===== src/pkg/xport_pkg.sv =====
// Purpose: constants for the repeater reset sequencer and expansion port
// Assumes: one common 250 MHz reference clock shared by all chips
// Notes: all timing counts derive from printed times and the clock period
package xport_pkg;
   localparam int CLK_PERIOD_PS = 4000;
   // Hold-off after reset input rises, in nanoseconds
   localparam int RST_HOLD_NS = 500;
   localparam int RST_HOLD_CYC = (RST_HOLD_NS * 1000 + CLK_PERIOD_PS - 1) / CLK_PERIOD_PS;
   // Expansion bus cycle, in nanoseconds
   localparam int BUS_CYCLE_NS = 100;
   localparam int BUS_CYCLE_CYC = (BUS_CYCLE_NS * 1000) / CLK_PERIOD_PS;
   // Least internal reset pulse, in nanoseconds
   localparam int MIN_PULSE_NS = 500;
   localparam int MIN_PULSE_CYC = (MIN_PULSE_NS * 1000 + CLK_PERIOD_PS - 1) / CLK_PERIOD_PS;
   localparam int CNT_W = 8;
   localparam logic [CNT_W-1:0] HOLD_LAST = 8'(RST_HOLD_CYC - 1);
   localparam logic [CNT_W-1:0] PULSE_LAST = 8'(MIN_PULSE_CYC - 1);
   localparam logic [CNT_W-1:0] BUS_LAST = 8'(BUS_CYCLE_CYC - 1);

   typedef enum logic [4:0] {
      ST_IDLE = 5'h01,
      ST_ACTIVE = 5'h02,
      ST_MULTI = 5'h04,
      ST_TRANS = 5'h08,
      ST_RUNT = 5'h10
   } xstate_type;
endpackage : xport_pkg


===== src/xport_ctl.sv =====
// Purpose: reset sequencer and bussed expansion port of one repeater chip
// Assumes: all chips and the arbiter share REF_CLK; inputs are synchronous
// Notes: bus cycles are BUS_CYCLE_CYC clocks; pins use active-low enables
//
// Behaviour
// RL1: Held in reset while reset pin low
// RL2: Host holds reset 150 us at power-up; the bench holds it 3020 clocks, about 12 us
// RL3: Host holds reset 4 us later
// RL4: Stay in reset after reset pin rises
// RL5: Reset drives outputs to inactive levels
// RL6: Internal reset pulse has guaranteed length
// RL7: All chips reset together, clock synchronous
// RL8: Host keeps serial input high after reset
// RL9: Reset defaults: standard reconnect, link fail
// RL10: All chips share one common clock
// RL11: Send repeated data NRZ, one bit per cycle
// RL12: Request bus while active repeater
// RL13: Drive jam high during collision jam
// RL14: Data high one port, low several ports
// RL15: Runt signals one-port-left one cycle, then release
// RL16: Arbiter grants when exactly one requests
// RL17: Arbiter flags collision for several requesters
// RL18: Multi-active collision input means collision
// RL19: Transition cycle leaves lines undriven, keep jamming
// RL20: Afterwards only the survivor drives lines
// RL21: Non-repeater survivor keeps jam until release
// RL22: Bus cycle from common crystal clock
// RL23: Request, grant, collision pins active low
`timescale 1ns/1ns
module xport_ctl
   import xport_pkg::*;
(
   // Clock and reset
   input wire logic REF_CLK,
   input wire logic SYS_RST,
   // Reset pin, active low, synchronous to REF_CLK
   input wire logic RST_PIN_N,
   // Repeater core side
   input wire logic CORE_ACTIVE,
   input wire logic CORE_DATA,
   input wire logic CORE_COLL,
   input wire logic CORE_MULTI_PORT,
   input wire logic CORE_RUNT,
   // Expansion port pins
   output logic REQ_N,
   input wire logic GRANT_N,
   input wire logic MULTI_COL_N,
   input wire logic XDATA_IN,
   output logic XDATA_OUT,
   output logic XDATA_OE_N,
   input wire logic JAM_IN,
   output logic JAM_OUT,
   output logic JAM_OE_N,
   // Status to the repeater core
   output logic CHIP_RESET,
   output logic BUS_COLLISION,
   output logic RX_DATA,
   output logic RX_JAM,
   output logic STROBE_LINE,
   output logic SERIAL_OUT,
   output logic STD_RECONNECT,
   output logic LINK_TEST_EN,
   output logic POLARITY_FIX_EN
);
   import xport_pkg::*;

   typedef struct packed {
      logic rst_seen;
      logic [CNT_W-1:0] hold_cnt;
      logic in_reset;
      xstate_type st;
      logic [CNT_W-1:0] bus_cnt;
      logic req_n;
      logic xd_out;
      logic xd_oe_n;
      logic jam_out;
      logic jam_oe_n;
      logic bus_col;
      logic rx_data;
      logic rx_jam;
      logic [CNT_W-1:0] hi_cnt;
      logic [CNT_W-1:0] runt_cnt;
   } state_type;

   state_type s_reg;
   state_type s_next;

   // True on the last clock of an expansion bus cycle
   function automatic logic bus_edge(input logic [CNT_W-1:0] cnt);
      return cnt == BUS_LAST;
   endfunction : bus_edge

   logic grant;
   logic multi_col;
   assign grant = ~GRANT_N;
   assign multi_col = ~MULTI_COL_N;

   always_comb begin
      s_next = s_reg;
      s_next.rx_data = XDATA_IN;
      s_next.rx_jam = JAM_IN;
      // Checker helpers: clocks with reset pin high, clocks spent in runt
      if (!RST_PIN_N) begin
         s_next.hi_cnt = '0;
      end else if (s_reg.hi_cnt != 8'hFF) begin
         s_next.hi_cnt = s_reg.hi_cnt + 8'h01;
      end
      s_next.runt_cnt = (s_reg.st == ST_RUNT) ? s_reg.runt_cnt + 8'h01 : 8'h00;
      // RL1 reset pin level
      if (!RST_PIN_N) begin
         s_next.rst_seen = 1'b1;
         s_next.in_reset = 1'b1;
         s_next.hold_cnt = '0;
      end else if (s_reg.in_reset) begin
         // RL4 RL6 release hold-off; also sets a floor on internal pulse length
         if (s_reg.hold_cnt >= HOLD_LAST && s_reg.hold_cnt >= PULSE_LAST) begin
            s_next.in_reset = 1'b0;
         end else begin
            s_next.hold_cnt = s_reg.hold_cnt + 8'h01;
         end
      end
      // RL22 bus cycle divider
      s_next.bus_cnt = bus_edge(s_reg.bus_cnt) ? '0 : s_reg.bus_cnt + 8'h01;
      if (s_next.in_reset) begin
         // RL5 inactive outputs in reset
         s_next.st = ST_IDLE;
         s_next.req_n = 1'b1;
         s_next.xd_oe_n = 1'b1;
         s_next.jam_oe_n = 1'b1;
         s_next.xd_out = 1'b0;
         s_next.jam_out = 1'b0;
         s_next.bus_col = 1'b0;
      end else if (bus_edge(s_reg.bus_cnt)) begin
         // RL18 collision input
         s_next.bus_col = multi_col || CORE_COLL;
         case (s_reg.st)
            ST_IDLE: begin
               if (CORE_ACTIVE) begin
                  s_next.st = ST_ACTIVE;
               end
            end
            ST_ACTIVE: begin
               if (CORE_RUNT) begin
                  s_next.st = ST_RUNT;
               end else if (!CORE_ACTIVE) begin
                  s_next.st = ST_IDLE;
               end else if (multi_col) begin
                  s_next.st = ST_MULTI;
               end
            end
            ST_MULTI: begin
               if (!CORE_ACTIVE) begin
                  s_next.st = ST_IDLE;
               end else if (grant && !multi_col) begin
                  s_next.st = ST_TRANS;
               end
            end
            ST_TRANS: begin
               // RL19 one undriven cycle
               s_next.st = CORE_ACTIVE ? ST_ACTIVE : ST_IDLE;
            end
            ST_RUNT: begin
               // RL15 one cycle then withdraw
               s_next.st = ST_IDLE;
            end
            default: begin
               s_next.st = ST_IDLE;
            end
         endcase
         // RL12 request while active
         s_next.req_n = !(s_next.st != ST_IDLE);
         // RL20 only granted survivor drives
         // Grant only counts once our own request was already on the pin
         s_next.xd_oe_n = !((s_next.st == ST_ACTIVE || s_next.st == ST_RUNT) && grant
                            && !s_reg.req_n);
         s_next.jam_oe_n = s_next.xd_oe_n;
         if (s_next.st == ST_RUNT) begin
            // RL15 one-port-left flag
            s_next.jam_out = 1'b1;
            s_next.xd_out = 1'b1;
         end else if (CORE_COLL || s_next.st == ST_TRANS || s_next.st == ST_MULTI) begin
            // RL13 RL14 jam with port count
            s_next.jam_out = 1'b1;
            s_next.xd_out = !CORE_MULTI_PORT;
         end else begin
            s_next.jam_out = 1'b0;
            s_next.xd_out = CORE_DATA;
         end
      end else if (!s_reg.xd_oe_n && !s_reg.jam_out) begin
         // RL11 NRZ bit per clock while driving
         s_next.xd_out = CORE_DATA;
      end
   end

   // RL10 one shared clock
   always_ff @(posedge REF_CLK or posedge SYS_RST) begin
      if (SYS_RST) begin
         s_reg <= '{rst_seen: 1'b0, hold_cnt: '0, in_reset: 1'b1, st: ST_IDLE,
                    bus_cnt: '0, req_n: 1'b1, xd_out: 1'b0, xd_oe_n: 1'b1,
                    jam_out: 1'b0, jam_oe_n: 1'b1, bus_col: 1'b0,
                    rx_data: 1'b0, rx_jam: 1'b0, hi_cnt: '0, runt_cnt: '0};
      end else begin
         s_reg <= s_next;
      end
   end

   // RL23 active-low pins
   assign REQ_N = s_reg.req_n;
   assign XDATA_OUT = s_reg.xd_out;
   assign XDATA_OE_N = s_reg.xd_oe_n;
   assign JAM_OUT = s_reg.jam_out;
   assign JAM_OE_N = s_reg.jam_oe_n;
   assign CHIP_RESET = s_reg.in_reset;
   assign BUS_COLLISION = s_reg.bus_col;
   assign RX_DATA = s_reg.rx_data;
   assign RX_JAM = s_reg.rx_jam;
   // RL5 strobe low, serial out high; RL9 reset defaults
   assign STROBE_LINE = 1'b0;
   assign SERIAL_OUT = 1'b1;
   assign STD_RECONNECT = 1'b1;
   assign LINK_TEST_EN = 1'b1;
   assign POLARITY_FIX_EN = 1'b0;
endmodule : xport_ctl


===== config.mk =====
export PLATFORM = sky130hd
export DESIGN_NAME = xport_ctl
export DESIGN_NICKNAME = d
export VERILOG_FILES = /design/src/pkg/xport_pkg.sv /design/src/xport_ctl.sv
export SDC_FILE = /design/constraint.sdc
export NUM_CORES = 1
export LEC_CHECK = 0
export ABC_AREA = 1
export CORE_MARGIN = 5
export CORE_UTILIZATION = 45
export CTS_CLUSTER_SIZE = 20
export DETAILED_ROUTE_END_ITERATION = 7
export DONT_BUFFER_PORTS = 1
export PLACE_DENSITY = 0.71
export SKIP_CTS_REPAIR_TIMING = 1
export SLEW_MARGIN = 20
export SYNTH_ARGS = -nofsm -noshare
export SYNTH_HDL_FRONTEND = slang
export SYNTH_SLANG_ARGS = --single-unit

===== constraint.sdc =====
create_clock -name REF_CLK -period 1.8 [get_ports REF_CLK]
set_input_delay 0.54 -clock REF_CLK [delete_from_list [all_inputs] [get_ports REF_CLK]]
set_output_delay 0.54 -clock REF_CLK [all_outputs]
set_load 0.005 [all_outputs]

==> results of run 1 <==
-- cell usage in the layout (no fill, tap or decap), types with 3 or more instances in the layout --
cell | Yosys | layout
inv_1 | 31 | 31
dfstp_2 | 4 | 4
nand4_1 | 6 | 6
conb_1 | 2 | 5
dfrtp_1 | 25 | 25
nor2_1 | 29 | 29
ha_1 | 4 | 4
o22ai_1 | 3 | 3
clkbuf_4 | 0 | 5
nand2_1 | 32 | 32
o21ai_0 | 10 | 10
nand3_1 | 13 | 13
a21oi_1 | 11 | 11
nor3_1 | 6 | 6
-- cells by family after synthesis --
logic type	synth area share
AOI/OAI and AO/OA	0.117
xor gates and xnor gates	0.0111
adders and majority gates	0.0318
buffers and inverters	0.115
DFF	0.465
other	0.00478
and+or+nand+nor	0.256
-- worst paths after layout --
check / to / slack (ps) / depth (start not counted)
setup / recovery: XDATA_OUT$_DFFE_PP0P_ / 260 / 9
hold / removal: XDATA_OUT$_DFFE_PP0P_ / 150 / 2
setup reg to reg: XDATA_OUT$_DFFE_PP0P_ / 260 / 9
hold reg to reg: s_reg[24]$_DFF_PP0_ / 460 / 1
max in group asynchronous: REQ_N$_DFFE_PP1P_ / 1320 / 2
min in group REF_CLK: RX_JAM$_DFF_PP0_ / 240 / 0
-- stage by stage --
| stage | hold slack, ps | total power [uW] | area, um2 |
|---|---|---|---|
| 2_1_floorplan | 432 | 729 | 1580 |
| 3_3_place_gp | 440 | 730 | 1600 |
| 3_5_place_dp | 445 | 731 | 1600 |
| 4_1_cts | 154 | 1300 | 1680 |
| 5_1_grt | 187 | 1330 | 1680 |
| 6_report | 149 | 1280 | 1680 |
-- critical path, cell delays in order (launching register included) --
cell	delay (ps)
dfstp_2	580
inv_1	60
nand4_1	220
nor2_1	70
nor2_1	190
nand2_1	100
nand2_1	70
nand3_1	60
nand2_1	60
nand2_1	50
-- power groups by stage --
stage | registers (uW) | logic, uW | clock network (uW)
2_1_floorplan | 677 | 52.1 | 0
3_5_place_dp | 679 | 52.4 | 0
4_1_cts | 666 | 52.6 | 577
3_3_place_gp | 678 | 51.5 | 0
5_1_grt | 668 | 62.5 | 600
6_report | 666 | 51.9 | 563
-- metal layers --
layer / part of all wire / track usage
met1: 0.47 / 0.162
met2: 0.46 / 0.213
met3: 0.051 / 0.0538
met4: 0.014 / 0.0456
met5: 0 / 0
-- area by class of cell --
type,count,area share
Clock buffer,7,0.0327
Sequential cell,29,0.435
Clock inverter,1,0.0179
Multi-Input combinational cell,133,0.400
Inverter,32,0.0714
Tap cell,46,0.0342
Timing Repair Buffer,2,0.00893
==> flow_summary_export.csv, run 1 <==
group,metric,value,unit
power,swShare,0.214,
power,p_per_area,762,nW/um2
place,gp_congestion,0.822,
final_layout,multi_input_area,673,um2
timing,finalWorstSetupSlack,259,ps
final_layout,fin_nets,219,
status,status,"completed",
power,p_leak,0.000842,uW
detailed_routing,drt-initial-drc-count,64,
clocking,clock_latency,340,ps
die,core,3360,um2
final_layout,num-fill-cells,342,
yosys,synthFlopType,"dfrtp_1",
yosys,synth_edf_count,0,
setup_path,crit_arrival,1780,ps
yosys,async_flop_share,1.00,
detailed_routing,wl_per_cell,11.6,um
setup_path,cp_data_required_time,2040,ps
setup_path,cp-start-kind,"register",
grt,grt_first_pass_wirelength,5220,um
yosys,netlist_area,1570,um2
yosys,yosys.area.top_type_share,0.398,
run,max_cap_violations,0,
timing,slew_violations,0,
place,dp_hpwl,2150,um
place,dp.cells,242,
final_layout,layout-drive-gt1-share,0.108,
place,preCtsSetupSlack,270,ps
final_layout,largest_register_ffs,21,
die,initial_core_util,0.468,
detailed_routing,drcViolationCount,0,
yosys,avgSynthCellArea,7.90,um2
grt,overflow,0,
clocking,tritoncts,"built",
setup_path,end_kind,"register",
die,ios,26,
timing,setup_tns,0,ps
final_layout,syn_to_final_growth,6.92,%
clocking,clkTransAtPathRegs,100,ps
timing,rsz0062_at_grt,"no",
setup_path,critPathLaunch,"s_reg[32]$_DFFE_PP1P_",
yosys,synthTopCellsByCount,"32 x nand2_1, 31 x inv_1, 29 x nor2_1",
timing,timing.final.hold_violations,0,
grt,grt_start_max_net_pins,30,
final_layout,diodes,0,
timing,fin_crit,1540,ps
yosys,yosysTopAreaCell,"dfrtp_1",
power,intPower,1010,uW
yosys,ys.warnings.count,0,
die,die_w,69.1,um
die,dieArea,4780,um2
clocking,cts.path.max_buffers,2,
timing,skew,17.5,ps
yosys,synthCells,199,
power,ir_worst_vdd,0.382,mV
yosys,yosysMostFrequentCell,"nand2_1",
yosys,ys_ff_latch,29,
grt,grt.total_usage,0.133,
die,dieHeight,69.1,um
setup_path,path_class,"reg -> reg",
yosys,synth-seq-area-share,0.465,
yosys,synth_area_leaders,"dfrtp_1 40%, nand2_1 7.6%, inv_1 7.4%",
timing,layout_worst_path_cycle_share,0.856,
power,p_clk_frac,0.440,
detailed_routing,drt_first_pass_iters,4,
setup_path,reg2reg_from,"s_reg[32]$_DFFE_PP1P_",
detailed_routing,num_vias,1228,
timing,max_freq,649,MHz
grt,grt_pass1_vias,1145,
grt,antenna_found_initial,0,
power,pwr-share-seq,0.520,
clocking,cts_buffers,5,
setup_path,cp_max_fo,6,
power,power_frac_comb,0.041,
yosys,ys_types,28,
place,io_buffers,0,
final_layout,fin_cells,250,
power,netSwitchingPower,275,uW
detailed_routing,wl,2900,um
die,rows,21,
detailed_routing,avgViaCountPerCell,4.91,
final_layout,utilization,0.500,
clocking,cts.sinks,29,
detailed_routing,final_antenna_net_count,0,
timing,setup_viol,0,
final_layout,seqCellArea,731,um2
clocking,root_buffer,"clkbuf_4",
clocking,cts_htree_levels,2,
worst_hold_path,hp-class,"in -> async",
No activity file was read; power rests on OpenSTA's default activity.
==> run 2: changes to the inputs <==
Settings changed: CELL_PAD_IN_SITES_DETAIL_PLACEMENT from default to 1, CELL_PAD_IN_SITES_GLOBAL_PLACEMENT from default to 2, CORE_UTILIZATION 45 to 36, PLACE_DENSITY 0.71 to default, PLACE_DENSITY_LB_ADDON from default to 0.1.
==> run 2 against run 1 <==
Compared with the run above:
- hold slack improved by 74 ps
- critical path type unchanged
- non-clock buffer count did not move
- count of clock-buffer cells in the layout stayed put
- sequential cell count did not move
- first-iteration DRC count shrank 33%
- global-route usage up 0.51 points
- clock skew is 13 ps lower
==> flow_summary_export.csv, run 2 (synthesis results as in run 1) <==
group,metric,value,unit
status,status,"completed",
detailed_routing,wl_per_cell,14.6,um
timing,slew_violations,0,
timing,layout_worst_path_cycle_share,0.869,
setup_path,path_common_cell,"nand2_1",
setup_path,reg2reg_from,"s_reg[32]$_DFFE_PP1P_",
final_layout,diodes,0,
worst_hold_path,hp-class,"in -> async",
timing,setup_viol,0,
die,initial_core_util,0.366,
detailed_routing,drt-initial-drc-count,43,
grt,grt_pass1_vias,1375,
grt,grt.total_usage,0.138,
setup_path,crit_family,"simple AND/OR/NAND/NOR gates",
timing,fin_crit,1560,ps
final_layout,largest_register_ffs,21,
power,p_total,1430,uW
setup_path,cp-start-kind,"register",
power,p_leak,0.000855,uW
final_layout,final_cell_mix,"32 x nand2_1, 31 x inv_1, 29 x nor2_1",
place,dp_hpwl,2900,um
clocking,cts.sinks,29,
clocking,clock_latency,280,ps
setup_path,rr_worst_depth,9,
die,dieHeight,76.1,um
setup_path,cp_cell_sequence,"inv_1 > nand4_1 > nor2_1 > nor2_1 > nand2_1 > nand2_1 > nand3_1 > nand2_1 > nand2_1",
setup_path,crit_arrival,1740,ps
clocking,cts_htree_levels,2,
die,ios,26,
die,dieArea,5790,um2
grt,antenna_found_initial,0,
final_layout,fin_nets,219,
final_layout,utilization,0.401,
grt,grt_start_max_net_pins,30,
timing,timing.final.hold_violations,0,
final_layout,syn_to_final_growth,9.39,%
detailed_routing,drt_first_pass_iters,4,
place,preCtsSetupSlack,244,ps
setup_path,cp_num_buf_inv,1,
timing,hold_slack,223,ps
timing,skew,4.56,ps
detailed_routing,wl,3730,um
clocking,root_buffer,"clkbuf_8",
final_layout,layout-drive-gt1-share,0.108,
die,core,4290,um2
setup_path,ff2ff_setup_slack,240,ps
detailed_routing,final_antenna_net_count,0,
clocking,cts.path.max_buffers,2,
setup_path,cp_slowest_cell,"dfstp_2",
die,die_w,76.1,um
clocking,tritoncts,"built",
setup_path,r2r_end,"XDATA_OUT$_DFFE_PP0P_",
timing,max_freq,639,MHz
power,p_per_area,829,nW/um2
detailed_routing,drcViolationCount,0,
die,rows,24,
grt,overflow,0,
place,io_buffers,0,
setup_path,end_kind,"register",
timing,finalWorstSetupSlack,236,ps
timing,setup_tns,0,ps
final_layout,final_common_cell,"nand2_1",
clocking,cts_buffers,5,
clocking,clkTransAtPathRegs,70,ps
setup_path,critPathMaxStageDelay,580,ps
grt,grt_first_pass_wirelength,6490,um
detailed_routing,avgViaCountPerCell,5.02,
detailed_routing,num_vias,1285,
setup_path,cp_data_required_time,1980,ps
run,max_cap_violations,0,
timing,rsz0062_at_grt,"no",
setup_path,cp_max_fo,6,
power,ir_worst_vdd,0.415,mV
setup_path,path_class,"reg -> reg",
place,gp_congestion,0.825,
==> run 2: cell counts in the layout (fill, tap and decap cells not counted) <==
Identical to the previous run, type by type.
==> run 2: how the worst max path moves through the flow <==
stage | startpoint | to | slack [ps] | cells after the start
global route | s_reg[32]$_DFFE_PP1P_ | XDATA_OUT$_DFFE_PP0P_ | 90 | 9
global placement | s_reg[32]$_DFFE_PP1P_ | XDATA_OUT$_DFFE_PP0P_ | 240 | 9
CTS | s_reg[32]$_DFFE_PP1P_ | XDATA_OUT$_DFFE_PP0P_ | 230 | 9
finish | s_reg[32]$_DFFE_PP1P_ | XDATA_OUT$_DFFE_PP0P_ | 240 | 9
detailed placement | s_reg[32]$_DFFE_PP1P_ | XDATA_OUT$_DFFE_PP0P_ | 240 | 9
floorplan | s_reg[24]$_DFF_PP0_ | XDATA_OUT$_DFFE_PP0P_ | 370 | 9
==> run 2: through the flow <==
step	std cells	area, um2
final	256	1720
after global routing	256	1720
after CTS	256	1720
after detailed placement	248	1600
after global placement	248	1600
after floorplan	202	1580
==> run 2: area by class of cell <==
cell class              count  area, um2
clock buffers               7       86.3
clock inverters             1       30.0
fillers                   545       2570
inverters                  32        120
flip-flops and latches     29        731
multi-input cells         133        673
well taps                  52       65.1
repair buffers              2       15.0
==> run 2: where the power goes <==
group          internal, uW  leakage (uW)  switching (uW)
registers               660      0.000375            6.97
clock network           451     0.0000585             255
logic                  15.7      0.000422            37.9
==> run 2: worst register-to-register path, cell delays in order (launching register included) <==
cell	delay, ps
dfstp_2	580
inv_1	70
nand4_1	210
nor2_1	80
nor2_1	180
nand2_1	100
nand2_1	80
nand3_1	60
nand2_1	60
nand2_1	40
==> run 2: per-layer routing <==
metal / part of all wire / global-route usage / wire (um)
met5: 0 / 0 / 0
met4: 0.014 / 0.0420 / 51
met3: 0.053 / 0.0437 / 196
met1: 0.45 / 0.179 / 1690
met2: 0.48 / 0.220 / 1780
==> run 3: changes to the inputs <==
Settings changed: ABC_AREA 1 to default, CORE_UTILIZATION 36 to 42.
Clock period 1.8 ns to 1.95 ns, I/O delays scaled along.
==> run 3 against run 2 <==
Compared with the run above:
- sequential cell count unchanged
- die area shrank 11%
- power down 1.7%
- sequential power fell by 7.6%
- via count is 7.5% lower
- hold slack better by 41 ps
==> flow_summary_export.csv, run 3 <==
group,metric,value,unit
place,gp_congestion,0.773,
setup_path,end_kind,"register",
detailed_routing,final_antenna_net_count,0,
status,status,"completed",
clocking,cts.sinks,29,
worst_hold_path,hp-class,"in -> async",
timing,layout_worst_path_cycle_share,0.942,
clocking,root_buffer,"clkbuf_8",
grt,grt_pass1_vias,1283,
final_layout,final_cell_mix,"25 x dfrtp_1, 12 x nor2_1, 11 x inv_1",
timing,setup_tns,0,ps
yosys,synth_edf_count,0,
final_layout,layout-drive-gt1-share,0.170,
clocking,cts_htree_levels,2,
final_layout,utilization,0.489,
timing,finalWorstSetupSlack,114,ps
yosys,ys.warnings.count,0,
setup_path,reg2reg_from,"s_reg[35]$_DFFE_PP0P_",
grt,grt.total_usage,0.158,
die,ios,26,
timing,slew_violations,0,
power,p_leak,0.000805,uW
die,die_w,71.9,um
clocking,tritoncts,"built",
place,dp_hpwl,2690,um
timing,fin_crit,1840,ps
setup_path,cp_data_required_time,2150,ps
final_layout,syn_to_final_growth,12.0,%
setup_path,crit_arrival,2030,ps
yosys,yosysMostFrequentCell,"dfrtp_1",
clocking,cts_buffers,5,
yosys,ys_ff_latch,29,
timing,rsz0062_at_grt,"no",
grt,antenna_found_initial,0,
yosys,async_flop_share,1.00,
setup_path,cp-start-kind,"register",
timing,setup_viol,0,
die,dieHeight,71.9,um
setup_path,ff2ff_setup_slack,110,ps
timing,skew,5.96,ps
timing,timing.final.hold_violations,0,
die,core,3690,um2
place,io_buffers,0,
yosys,synthCells,163,
power,p_per_area,777,nW/um2
yosys,yosys.area.top_type_share,0.388,
yosys,avgSynthCellArea,9.89,um2
final_layout,final_common_cell,"dfrtp_1",
yosys,ys_types,53,
detailed_routing,num_vias,1189,
detailed_routing,drt_first_pass_iters,4,
final_layout,diodes,0,
yosys,synth_area_leaders,"dfrtp_1 39%, dfstp_2 6.5%, xnor2_1 3.3%",
detailed_routing,drt-initial-drc-count,45,
yosys,netlist_area,1610,um2
clocking,cts.path.max_buffers,2,
setup_path,r2r_end,"s_reg[32]$_DFFE_PP1P_",
yosys,synthTopCellsByCount,"25 x dfrtp_1, 12 x nor2_1, 11 x inv_1",
yosys,synthFlopType,"dfrtp_1",
final_layout,fin_nets,186,
die,initial_core_util,0.437,
die,dieArea,5180,um2
detailed_routing,wl,3710,um
grt,overflow,0,
grt,grt_start_max_net_pins,30,
final_layout,largest_register_ffs,21,
detailed_routing,avgViaCountPerCell,5.43,
clocking,clock_latency,280,ps
power,ir_worst_vdd,0.436,mV
detailed_routing,drcViolationCount,0,
yosys,synth-seq-area-share,0.453,
run,max_cap_violations,0,
clocking,clkTransAtPathRegs,70,ps
setup_path,cp-endpoint,"s_reg[32]$_DFFE_PP1P_",
grt,grt_first_pass_wirelength,6310,um
setup_path,path_class,"reg -> reg",
setup_path,critPathLaunch,"s_reg[35]$_DFFE_PP0P_",
setup_path,cp_max_fo,7,
die,rows,22,
timing,max_freq,545,MHz
setup_path,rr_worst_depth,4,
yosys,yosysTopAreaCell,"dfrtp_1",
place,preCtsSetupSlack,63.1,ps
detailed_routing,wl_per_cell,16.9,um
## run 3: final cells by class
| cell class | count | area, um2 |
|---|---|---|
| clock buffers | 5 | 68.8 |
| clock inverters | 3 | 65.1 |
| fillers | 445 | 1880 |
| inverters | 12 | 45.0 |
| multi-input cells | 113 | 768 |
| flip-flops and latches | 29 | 731 |
| well taps | 48 | 60.1 |
| repair buffers | 9 | 67.6 |
## run 3: worst min path at each step
stage               depth (start not counted)  slack [ps]                    end
detailed placement                          1         480    s_reg[31]$_DFF_PP0_
global route                                2         290  s_reg[44]$_DFFE_PP0P_
floorplan                                   1         450    s_reg[31]$_DFF_PP0_
finish                                      2         260  s_reg[40]$_DFFE_PP0P_
CTS                                         2         270  s_reg[40]$_DFFE_PP0P_
global placement                            1         470    s_reg[31]$_DFF_PP0_
## run 3: metrics by stage
stage | total power, uW | hold WS [ps] | instances | cell area, um2
after floorplan | 671 | 447 | 166 | 1620
after global placement | 672 | 469 | 211 | 1660
after detailed placement | 674 | 481 | 211 | 1660
after CTS | 1420 | 273 | 219 | 1800
after global routing | 1460 | 293 | 219 | 1810
final | 1400 | 263 | 219 | 1810
## run 3: metal layers
layer,global-route usage,up-vias,share of wire
met2,0.258,19,0.51
met5,0,-,0
li1,-,565,-
met4,0.0585,0,0.0089
met3,0.0499,4,0.045
met1,0.196,601,0.43
## run 3: report_power, final
part           switching [uW]  internal (uW)
clock network             234            507
registers                6.36            609
logic                    28.2           18.0
## run 3: cell families after synthesis
logic type,synth area share
and+or+nand+nor,0.204
AOI/OAI and AO/OA,0.141
DFF,0.453
buffers and inverters,0.0815
xor gates and xnor gates,0.0652
adders and majority gates,0.0311
muxes,0.0194
other,0.00466
## run 3: critical path: stages (launching register included)
cell	delay, ps
dfrtp_1	460
or3b_1	440
or3_1	410
a2111oi_4	330
o21ai_1	120
